**src/hdl/rt_opt_pkg.sv**
```systemverilog
// Constants and types for the global remote-terminal option register
package rt_opt_pkg;
    // --------------------------------------------------------------
    // Register map
    // --------------------------------------------------------------
    localparam logic [15:0] OPT_ADDR      = 16'h004d;
    localparam logic [15:0] OPT_RESET     = 16'h0000;
    localparam logic [15:0] OPT_WR_MASK   = 16'h001c;
    localparam int          ADDR_W        = 16;
    localparam int          DATA_W        = 16;
    // --------------------------------------------------------------
    // Field positions
    // --------------------------------------------------------------
    localparam int          RSVD_BIT      = 4;
    localparam int          GAP_SEL_BIT   = 3;
    localparam int          BUSY_EN_BIT   = 2;
    localparam int          WAS_BUSY_BIT  = 9;
    localparam int          GAP_BROADCAST_INDICATION_BIT = 13;
    localparam logic [15:0] WAS_BUSY_MASK = 16'h0200;
    localparam logic [15:0] ZERO_WORD     = 16'h0000;
    // --------------------------------------------------------------
    // Meaning of message word bit 13
    // --------------------------------------------------------------
    typedef enum logic {
        IND_GAP   = 1'b0,
        IND_BCAST = 1'b1
    } indication_t;
endpackage

```
**src/hdl/opt_if.sv**
```systemverilog
// Option settings passed from the register bank to the word formatter
`timescale 1ns/1ps
`default_nettype none
interface opt_if;
    rt_opt_pkg::indication_t gap_broadcast_select;
    logic                    busy_report_enable;
    modport owner (output gap_broadcast_select, output busy_report_enable);
    modport user  (input gap_broadcast_select, input busy_report_enable);
endinterface
`default_nettype wire

```
**src/hdl/miw_format.sv**
```systemverilog
// Message information word formatter, places gap or broadcast flag in bit 13
`timescale 1ns/1ps
`default_nettype none
module miw_format
    import rt_opt_pkg::*;
(
    // Clock and reset
    input  wire logic              clk,
    input  wire logic              rst,
    // Options
    opt_if.user                    opt,
    // Raw word in
    input  wire logic              msg_valid,
    input  wire logic [DATA_W-1:0] msg_word,
    input  wire logic              msg_gap_error,
    input  wire logic              msg_broadcast,
    // Formatted word out
    output logic                   miw_valid,
    output logic [DATA_W-1:0]      miw_word
);
    logic              miw_valid_reg;
    logic              miw_valid_next;
    logic [DATA_W-1:0] miw_word_reg;
    logic [DATA_W-1:0] miw_word_next;

    // ----------------------------------------------------------------
    // Bit 13 selection
    // ----------------------------------------------------------------
    always_comb begin
        miw_valid_next = msg_valid;
        miw_word_next  = miw_word_reg;
        if (msg_valid) begin
            miw_word_next = msg_word;
            unique case (opt.gap_broadcast_select)
                IND_GAP:   miw_word_next[GAP_BROADCAST_INDICATION_BIT] = msg_gap_error;
                IND_BCAST: miw_word_next[GAP_BROADCAST_INDICATION_BIT] = msg_broadcast;
            endcase
        end
    end

    always_ff @(posedge clk) begin
        if (rst) begin
            miw_valid_reg <= 1'b0;
            miw_word_reg  <= ZERO_WORD;
        end else begin
            miw_valid_reg <= miw_valid_next;
            miw_word_reg  <= miw_word_next;
        end
    end

    assign miw_valid = miw_valid_reg;
    assign miw_word  = miw_word_reg;
endmodule
`default_nettype wire

```
**src/hdl/rt_extended_option_register.sv**
```systemverilog
// Global remote-terminal option register with interrupt log word builder
// Summary of operation
// - The option register sits at word address 0x004d with gap/broadcast select at bit 3 and busy reporting at bit 2.
// - With the select bit at 0, bit 13 of message information words carries the gap error flag.
// - With the select bit at 1, bit 13 of those words carries the broadcast flag instead.
// - With busy reporting on, an enabled event while busy sets was-busy bit 9 of the logged word.
// - With busy reporting on, an enabled event while not busy logs only the event flags with bit 9 clear.
// - With busy reporting off, bit 9 of every logged word is written as 0.
// - A log entry is written only when an enabled interrupt event occurs.
// - Busy status alone is never an event and never writes a log entry.
// - Busy reporting leaves the pending interrupt bits alone, whose bit 9 stays zero.
`timescale 1ns/1ps
`default_nettype none
module rt_extended_option_register
    import rt_opt_pkg::*;
(
    // Clock and reset
    input  wire logic              clk,
    input  wire logic              rst,
    // Host register access
    input  wire logic [ADDR_W-1:0] reg_addr,
    input  wire logic              reg_wr,
    input  wire logic [DATA_W-1:0] reg_wdata,
    input  wire logic              reg_rd,
    output logic [DATA_W-1:0]      reg_rdata,
    output logic                   reg_ack,
    // Message information word path
    input  wire logic              msg_valid,
    input  wire logic [DATA_W-1:0] msg_word,
    input  wire logic              msg_gap_error,
    input  wire logic              msg_broadcast,
    output logic                   miw_valid,
    output logic [DATA_W-1:0]      miw_word,
    // Interrupt events
    input  wire logic              ev_valid,
    input  wire logic              ev_terminal,
    input  wire logic [DATA_W-1:0] ev_flags,
    input  wire logic [DATA_W-1:0] ev_enable,
    input  wire logic              rt_busy,
    // Interrupt log entry
    output logic                   log_wr,
    output logic                   log_terminal,
    output logic [DATA_W-1:0]      interrupt_identification_word,
    // Pending interrupt set pulses
    output logic [DATA_W-1:0]      pending_set
);
    // ----------------------------------------------------------------
    // Address decode
    // ----------------------------------------------------------------
    function automatic logic opt_hit(input logic [ADDR_W-1:0] addr);
        opt_hit = (addr == OPT_ADDR);
    endfunction

    // ----------------------------------------------------------------
    // Option register
    // ----------------------------------------------------------------
    logic [DATA_W-1:0] opt_reg;
    logic [DATA_W-1:0] opt_next;
    logic [DATA_W-1:0] rdata_reg;
    logic [DATA_W-1:0] rdata_next;
    logic              ack_reg;
    logic              ack_next;

    always_comb begin
        opt_next   = opt_reg;
        rdata_next = ZERO_WORD;
        ack_next   = 1'b0;
        if (reg_wr && opt_hit(reg_addr)) begin
            opt_next = reg_wdata & OPT_WR_MASK;
        end
        if (reg_rd && opt_hit(reg_addr)) begin
            rdata_next = opt_reg & OPT_WR_MASK;
            ack_next   = 1'b1;
        end
    end

    always_ff @(posedge clk) begin
        if (rst) begin
            opt_reg   <= OPT_RESET;
            rdata_reg <= ZERO_WORD;
            ack_reg   <= 1'b0;
        end else begin
            opt_reg   <= opt_next;
            rdata_reg <= rdata_next;
            ack_reg   <= ack_next;
        end
    end

    assign reg_rdata = rdata_reg;
    assign reg_ack   = ack_reg;

    // ----------------------------------------------------------------
    // Option fan-out
    // ----------------------------------------------------------------
    opt_if opt_bus ();

    // Bit 4 is stored and read back but steers nothing
    assign opt_bus.gap_broadcast_select = indication_t'(opt_reg[GAP_SEL_BIT]);
    assign opt_bus.busy_report_enable   = opt_reg[BUSY_EN_BIT];

    // ----------------------------------------------------------------
    // Message information word formatting
    // ----------------------------------------------------------------
    miw_format u_miw_format (
        .clk           (clk),
        .rst           (rst),
        .opt           (opt_bus),
        .msg_valid     (msg_valid),
        .msg_word      (msg_word),
        .msg_gap_error (msg_gap_error),
        .msg_broadcast (msg_broadcast),
        .miw_valid     (miw_valid),
        .miw_word      (miw_word)
    );

    // ----------------------------------------------------------------
    // Interrupt log word
    // ----------------------------------------------------------------
    logic [DATA_W-1:0] ev_active;
    logic              log_wr_reg;
    logic              log_wr_next;
    logic              log_term_reg;
    logic              log_term_next;
    logic [DATA_W-1:0] iiw_reg;
    logic [DATA_W-1:0] iiw_next;
    logic [DATA_W-1:0] pend_reg;
    logic [DATA_W-1:0] pend_next;

    // Bit 9 is never an event source
    assign ev_active = ev_flags & ev_enable & ~WAS_BUSY_MASK;

    always_comb begin
        log_wr_next   = 1'b0;
        log_term_next = log_term_reg;
        iiw_next      = iiw_reg;
        pend_next     = ZERO_WORD;
        if (ev_valid && (ev_active != ZERO_WORD)) begin
            log_wr_next   = 1'b1;
            log_term_next = ev_terminal;
            iiw_next      = ev_active;
            if (opt_bus.busy_report_enable && rt_busy) begin
                iiw_next[WAS_BUSY_BIT] = 1'b1;
            end
            pend_next = ev_active;
        end
    end

    always_ff @(posedge clk) begin
        if (rst) begin
            log_wr_reg   <= 1'b0;
            log_term_reg <= 1'b0;
            iiw_reg      <= ZERO_WORD;
            pend_reg     <= ZERO_WORD;
        end else begin
            log_wr_reg   <= log_wr_next;
            log_term_reg <= log_term_next;
            iiw_reg      <= iiw_next;
            pend_reg     <= pend_next;
        end
    end

    assign log_wr                        = log_wr_reg;
    assign log_terminal                  = log_term_reg;
    assign interrupt_identification_word = iiw_reg;
    assign pending_set                   = pend_reg;
endmodule
`default_nettype wire

```
**config.mk**
```make
export PLATFORM = sky130hd
export DESIGN_NAME = rt_extended_option_register
export DESIGN_NICKNAME = d
export VERILOG_FILES = /design/src/hdl/rt_opt_pkg.sv /design/src/hdl/opt_if.sv /design/src/hdl/miw_format.sv /design/src/hdl/rt_extended_option_register.sv
export SDC_FILE = /design/constraint.sdc
export NUM_CORES = 1
export LEC_CHECK = 0
export ABC_AREA = 1
export BUFFER_PORTS_ARGS = -buffer_cell sky130_fd_sc_hd__buf_4
export CELL_PAD_IN_SITES_DETAIL_PLACEMENT = 1
export CELL_PAD_IN_SITES_GLOBAL_PLACEMENT = 2
export CORE_MARGIN = 3
export CORE_UTILIZATION = 21
export CTS_BUF_LIST = sky130_fd_sc_hd__clkbuf_4
export CTS_CLUSTER_DIAMETER = 50
export CTS_CLUSTER_SIZE = 24
export DETAILED_ROUTE_END_ITERATION = 10
export PLACE_DENSITY = 0.82
export SYNTH_ARGS = -nofsm -noshare
export SYNTH_HDL_FRONTEND = slang
export SYNTH_SLANG_ARGS = --single-unit
```
**constraint.sdc**
```tcl
create_clock -name clk -period 1.05 [get_ports clk]
set_input_delay 0.1575 -clock clk [delete_from_list [all_inputs] [get_ports clk]]
set_output_delay 0.1575 -clock clk [all_outputs]
set_load 0.1 [all_outputs]
```
Word-level counts from Yosys, hierarchy flattened. Cells that the tools add are included.

Flip-flop bits (word level): 71. Bits of input ports: 90.

Bitwise gates (word level): 4. Reduce and logical (&&, ||, !) cells: 7. Eq/ne operators: 1. Muxes and demuxes: 4.

Operators with widths (count): 16-bit bitwise AND (1); 16-bit by 7-bit == test with 1-bit output, second input constant (1); 16-bit nonzero test (1); 1-bit logical AND (4); 2-bit OR reduction (2); 1-bit two-way mux (3); 1-bit NOT (3); 1-bit one-hot mux with 2 select lines (1).

Longest topological paths before layout. Gate-level depths: netlist of the first run.

Word-level depth: 5. Depth in mapped cells: 10. Gate-level depth less buffers: 9.

By module. A second synthesis of the first run with hierarchy kept.

Cells, all modules: 312. Area total of the unflattened synthesis: 2384.8 um^2.

Modules (own cells, without submodules): rt_extended_option_register (instances 1, sequential area each 800.8 um^2, area an instance 1789.2 um^2, cells an instance 237); miw_format (instances 1, sequential area each 340.3 um^2, area an instance 595.6 um^2, cells an instance 75).

Worst setup path before layout of the first run. Ideal clock, no wire load.

Kind: reg2reg. Start: reg, netlist name u_miw_format.miw_word[15]. End: reg u_miw_format.miw_word_reg[15], in the netlist u_miw_format.miw_word[15]. Arrival time: 1.218 ns. Stages on the path, launching flop included: 3. Library setup time: 0.067 ns. Path slack: -0.235 ns. Data required time: 0.983 ns. Path through: dfxtp_1 o21ai_0 nor2_1.

RTL lines: end signal, assigned (line miw_format.sv:47) `miw_word_reg <= miw_word_next;`; end, declared (line miw_format.sv:23) `logic [DATA_W-1:0] miw_word_reg;`.

Final worst setup path of the first run.
Start: reg u_miw_format.miw_word_reg[7], in the netlist u_miw_format.miw_word[7]. End: out miw_word[7].

RTL lines: end, declared (line rt_extended_option_register.sv:33) `output logic [DATA_W-1:0] miw_word,`.

No word-level cell between the ends.

==> results of run 1 <==
==> metal layers <==
metal	vias up	track usage [%]
met5	-	0
met4	0	2.64
met3	2	6.23
met2	91	26.3
met1	1133	13.5
li1	1209	-
==> cell type report <==
type / count / area (µm²) / share of cell area (%)
Clock buffer: 12 / 90.1 / 1.98
Multi-Input combinational cell: 180 / 823 / 18.1
Sequential cell: 57 / 1220 / 26.7
Tap cell: 136 / 170 / 3.74
Clock inverter: 4 / 43.8 / 0.962
Timing Repair Buffer: 167 / 2020 / 44.3
Inverter: 51 / 191 / 4.21
==> path summary, 6_finish.rpt <==
check	endpoint	slack, ns
setup / recovery	miw_word[7]	-0.05
hold / removal	u_miw_format.miw_word[13]	0.07
setup reg to reg	interrupt_identification_word[8]	0.34
hold reg to reg	reg_rdata[4]	0.43
==> stage by stage <==
step	setup slack (ns)	hold slack [ns]	TNS (ns)	utilization (%)
2_1_floorplan	0.0553	0.222	0	-
3_3_place_gp	-0.303	0.330	-9.35	33.2
3_5_place_dp	-0.345	0.336	-10.32	33.2
4_1_cts	-0.0960	0.0291	-3.66	43.0
5_1_grt	-0.116	0.0526	-4.93	43.5
6_report	-0.0523	0.0663	-1.34	43.5
==> cells by family after synthesis <==
logic type	after synthesis	synth area share, %
simple gates	145	29.2
buf+inv	74	16.1
flops	57	50.0
compound gates	21	4.60
other cells	1	0.164
==> timing repair <==
| action | in CTS | in global routing |
|---|---|---|
| endpoints found under the hold margin | 20 | 0 |
| resized for setup | 163 | 2 |
| hold buffers | 20 | 0 |
| endpoints found under the setup margin | 54 | 64 |
| setup buffers | 1 | 5 |
| pin swaps | 0 | 1 |
==> power breakdown <==
part           switching [mW]  internal [mW]
registers              0.0929           2.27
logic                    1.19          0.689
clock network           0.804          0.794
==> layout by cell type, fill, tap and decap left out, drive strengths merged <==
cell type / count
buf: 147
dfxtp: 57
nor2: 55
nand2: 53
inv: 50
nand3: 35
dlygate4sd3: 20
o21ai: 19
conb: 14
clkbuf: 12
clkinv: 4
a21oi: 2
nand4: 2
bufinv: 1
==> flow_summary.yaml, run 1 <==
run_status:
  status: "finished, violations left"
  violations: "setup timing"
clock_tree:
  cts_tree: "done"
  cts_buffers: 9
  cts.sinks: 57
  path_clk_slew_ns: 0.10
  htreeDepth: 3
  insertion_delay_ns: 0.39
  cts_root_buf: "clkbuf_4"
  cts_max_path_buffers: 2
power:
  power_density_nw_per_um2: 1280
  p_leak_nw: 2.35
  power_mw: 5.83
  ir_drop_mv: 0.639
synthesis:
  synthMostInstantiatedCell: "dfxtp_1"
  synth_common_cells: "57 x dfxtp_1, 52 x nor2_1, 51 x nand2_1"
  synth_area_um2: 2280
  avgSynthCellArea_um2: 7.66
  synth_cells: 298
  synthTopCellsByArea: "dfxtp_1 50%, nor2_1 8.5%, nand2_1 8.4%, inv_1 8.1%, nand3_1 5.5%"
  synth.distinct_cells: 20
  synth_edf_count: 0
  ys.flop_type: "dfxtp_1"
  synth_top_area_share_pct: 50.0
  yosysWarnings: 0
  synth_top_area_cell: "dfxtp_1"
  async_flop_share_pct: 0
  synth_seq_area_share_pct: 50.0
  ys_seq_elements: 57
setup_path:
  setup.worst_path.start_class: "flip-flop"
  worstPathMaxFanout: 2
  max_stage_delay_ns: 0.38
  arrival_ns: 0.94
  crit_chain: "buf_12"
  crit_required_ns: 0.89
  critical_path.startpoint: "u_miw_format.miw_word[7]"
  setup.worst_path.end_class: "output port"
  cp.depth: 1
  path_class: "flip-flop to output port"
  r2r-start: "interrupt_identification_word[8]"
  rr_worst_depth: 3
  crit_family: "flip-flops"
  crit_path_top_delay_cell: "dfxtp_2"
  path_buf_inv: 1
layout:
  final.fill_count: 1202
  final_cells: 607
  area_growth_syn_to_layout_pct: 99.3
  nets: 556
  design_area_um2: 4550
  num_antenna_cells: 0
  layout-drive-gt1-share_pct: 49.3
routing:
  via_per_inst: 4.01
  drtPass1Iterations: 4
  wl_met3_um: 672
  wl_met2_um: 4490
  vias: 2435
  ant_nets: 0
  drt_iter0_drc: 37
  wirelength_met1_um: 2850
  top_layer: "met4"
  drt_wl_total_um: 8020
  wl_per_cell_um: 13.2
  drc_errors: 0
floorplan:
  row_count: 37
  pin_count: 158
  dieHeight_um: 110
  start_util_pct: 21.8
  fp.dieW_um: 110
  fp.coreArea_um2: 10500
  fp.dieArea_um2: 12200
hold_path:
  timing.hold.worst.class: "input port to flip-flop"
  hold_depth: 3
  hp-start: "msg_broadcast"
global_routing:
  grt_pass1_wl_um: 12700
  antenna_found_initial: 0
  grt_remaining_overflow: 0
  grt_start_max_net_pins: 24
  grt_pass1_vias: 2652
  grtUsageTotal_pct: 13.7
place:
  portBuffers: 127
  place.gp.congestion: 0.737
  place_area_um2: 3480
  dpl.cell_count: 565
  dp_hpwl_um: 5780
timing:
  finalSetupViolCount: 54
  min_period_ns: 1.10
  slew_viol_final: 0
  rsz0062_at_grt: "true"
  finClkSkew_ns: 0.00907
  timing.final.crit_share_pct: 105
  fmax_ghz: 0.907
  hold_violations: 0
  layout_setup_ws_ns: -0.0523
job:
  maxCapViolCount: 0
No activity file was read; power rests on OpenSTA's default activity.
==> inputs of run 2 (changes only) <==
--- a/config.mk
+++ b/config.mk
@@ -16,6 +16,7 @@
 export CTS_CLUSTER_SIZE = 24
 export DETAILED_ROUTE_END_ITERATION = 10
 export PLACE_DENSITY = 0.82
+export RECOVER_POWER = 100
 export SYNTH_ARGS = -nofsm -noshare
 export SYNTH_HDL_FRONTEND = slang
 export SYNTH_SLANG_ARGS = --single-unit
==> flow_summary.yaml, run 2 (synthesis gave the netlist of run 1 again) <==
routing:
  drt_wl_total_um: 8040
  ant_nets: 0
  via_per_inst: 4.01
  wl_per_cell_um: 13.2
  drc_errors: 0
  drt_iter0_drc: 38
  vias: 2435
  drtPass1Iterations: 4
timing:
  min_period_ns: 1.10
  hold_violations: 0
  fmax_ghz: 0.906
  slew_viol_final: 0
  layout_setup_ws_ns: -0.0538
  finClkSkew_ns: 0.00918
  setup_tns_ns: -1.36
  finalSetupViolCount: 54
  rsz0062_at_grt: "true"
  timing.final.crit_share_pct: 105
clock_tree:
  insertion_delay_ns: 0.39
  path_clk_slew_ns: 0.10
  cts_tree: "done"
  cts_buffers: 9
  cts.sinks: 57
  cts_max_path_buffers: 2
  htreeDepth: 3
  cts_root_buf: "clkbuf_4"
setup_path:
  path_class: "flip-flop to output port"
  worstPathMaxFanout: 2
  setup.worst_path.start_class: "flip-flop"
  max_stage_delay_ns: 0.38
  crit_required_ns: 0.89
  r2r-end: "interrupt_identification_word[8]"
  critical_path.startpoint: "u_miw_format.miw_word[7]"
  rr_worst_depth: 3
  arrival_ns: 0.95
  cp.depth: 1
  ff2ff_setup_slack_ns: 0.34
  crit_path_end: "miw_word[7]"
  path_buf_inv: 1
  crit_family: "flip-flops"
  crit_chain: "buf_12"
  r2r-start: "interrupt_identification_word[8]"
  crit_path_top_delay_cell: "dfxtp_2"
  setup.worst_path.end_class: "output port"
power:
  power_density_nw_per_um2: 1290
  power_mw: 5.81
  p_leak_nw: 2.33
  ir_drop_mv: 0.639
place:
  dp_hpwl_um: 5780
  portBuffers: 127
  preCtsSetupSlack_ns: -0.345
  dpl.cell_count: 565
  place.gp.congestion: 0.737
  place_area_um2: 3480
layout:
  layout-drive-gt1-share_pct: 47.8
  final_cell_mix: "80 x buf_4, 56 x buf_12, 53 x nor2_1"
  area_growth_syn_to_layout_pct: 97.2
  final_common_cell: "buf_4"
  num_antenna_cells: 0
  final_cells: 607
  design_area_um2: 4500
  nets: 556
global_routing:
  grt_remaining_overflow: 0
  antenna_found_initial: 0
  grt_start_max_net_pins: 24
  grt_pass1_wl_um: 12700
  grt_pass1_vias: 2652
  grtUsageTotal_pct: 13.7
floorplan:
  row_count: 37
  start_util_pct: 21.8
  pin_count: 158
  fp.dieArea_um2: 12200
  dieHeight_um: 110
  fp.dieW_um: 110
  fp.coreArea_um2: 10500
run_status:
  status: "finished, violations left"
  violations: "setup timing"
hold_path:
  timing.hold.worst.class: "input port to flip-flop"
job:
  maxCapViolCount: 0
[run 2: cell count changes in the layout (fill, tap and decap cells not counted), sizes merged]
cell and delta:
buf -11, clkbuf +11
[run 2: layout make-up]
type | instances | area (µm²)
timing repair buffer | 167 | 2000
inverter | 51 | 191
clock buffer | 12 | 90.1
fill | 1210 | 5960
multi-input combinational | 180 | 796
tap | 136 | 170
clock inverter | 4 | 43.8
sequential | 57 | 1220
[run 2: through the flow]
stage / util, % / hold WS (ns)
after floorplan: - / 0.222
after global placement: 33.2 / 0.330
after detailed placement: 33.2 / 0.336
after CTS: 43.0 / 0.0291
after global routing: 43.0 / 0.0526
final: 43.0 / 0.0660
[run 2: power breakdown]
part / switching, mW / internal [mW] / leakage, nW / total, mW
Combinational: 1.18 / 0.676 / 1.76 / 1.86
Sequential: 0.0929 / 2.27 / 0.489 / 2.36
Clock: 0.804 / 0.794 / 0.0787 / 1.60
[run 2: timing repair]
action | in CTS | in global routing
pin swaps | 0 | 1
hold endpoints to repair | 20 | 0
gates resized for setup | 163 | 2
hold buffers | 20 | 0
buffers inserted | 1 | 5
endpoints found under the setup margin | 54 | 64
[run 2: layer usage]
layer / vias up / GRT usage [%] / routed length [µm]
met5: - / 0 / 0
met4: 0 / 2.64 / 11
met3: 2 / 6.23 / 679
met2: 91 / 26.3 / 4490
met1: 1134 / 13.5 / 2850
li1: 1208 / - / -
[run 2: how the worst min path moves through the flow]
stage                  startpoint                        end  slack, ns  depth (start not counted)
CTS                 msg_broadcast  u_miw_format.miw_word[13]       0.03                          3
floorplan                     rst     u_miw_format.miw_valid       0.22                          1
finish              msg_broadcast  u_miw_format.miw_word[13]       0.07                          3
global placement              rst     u_miw_format.miw_valid       0.33                          2
detailed placement            rst     u_miw_format.miw_valid       0.34                          2
global route        msg_broadcast  u_miw_format.miw_word[13]       0.05                          3
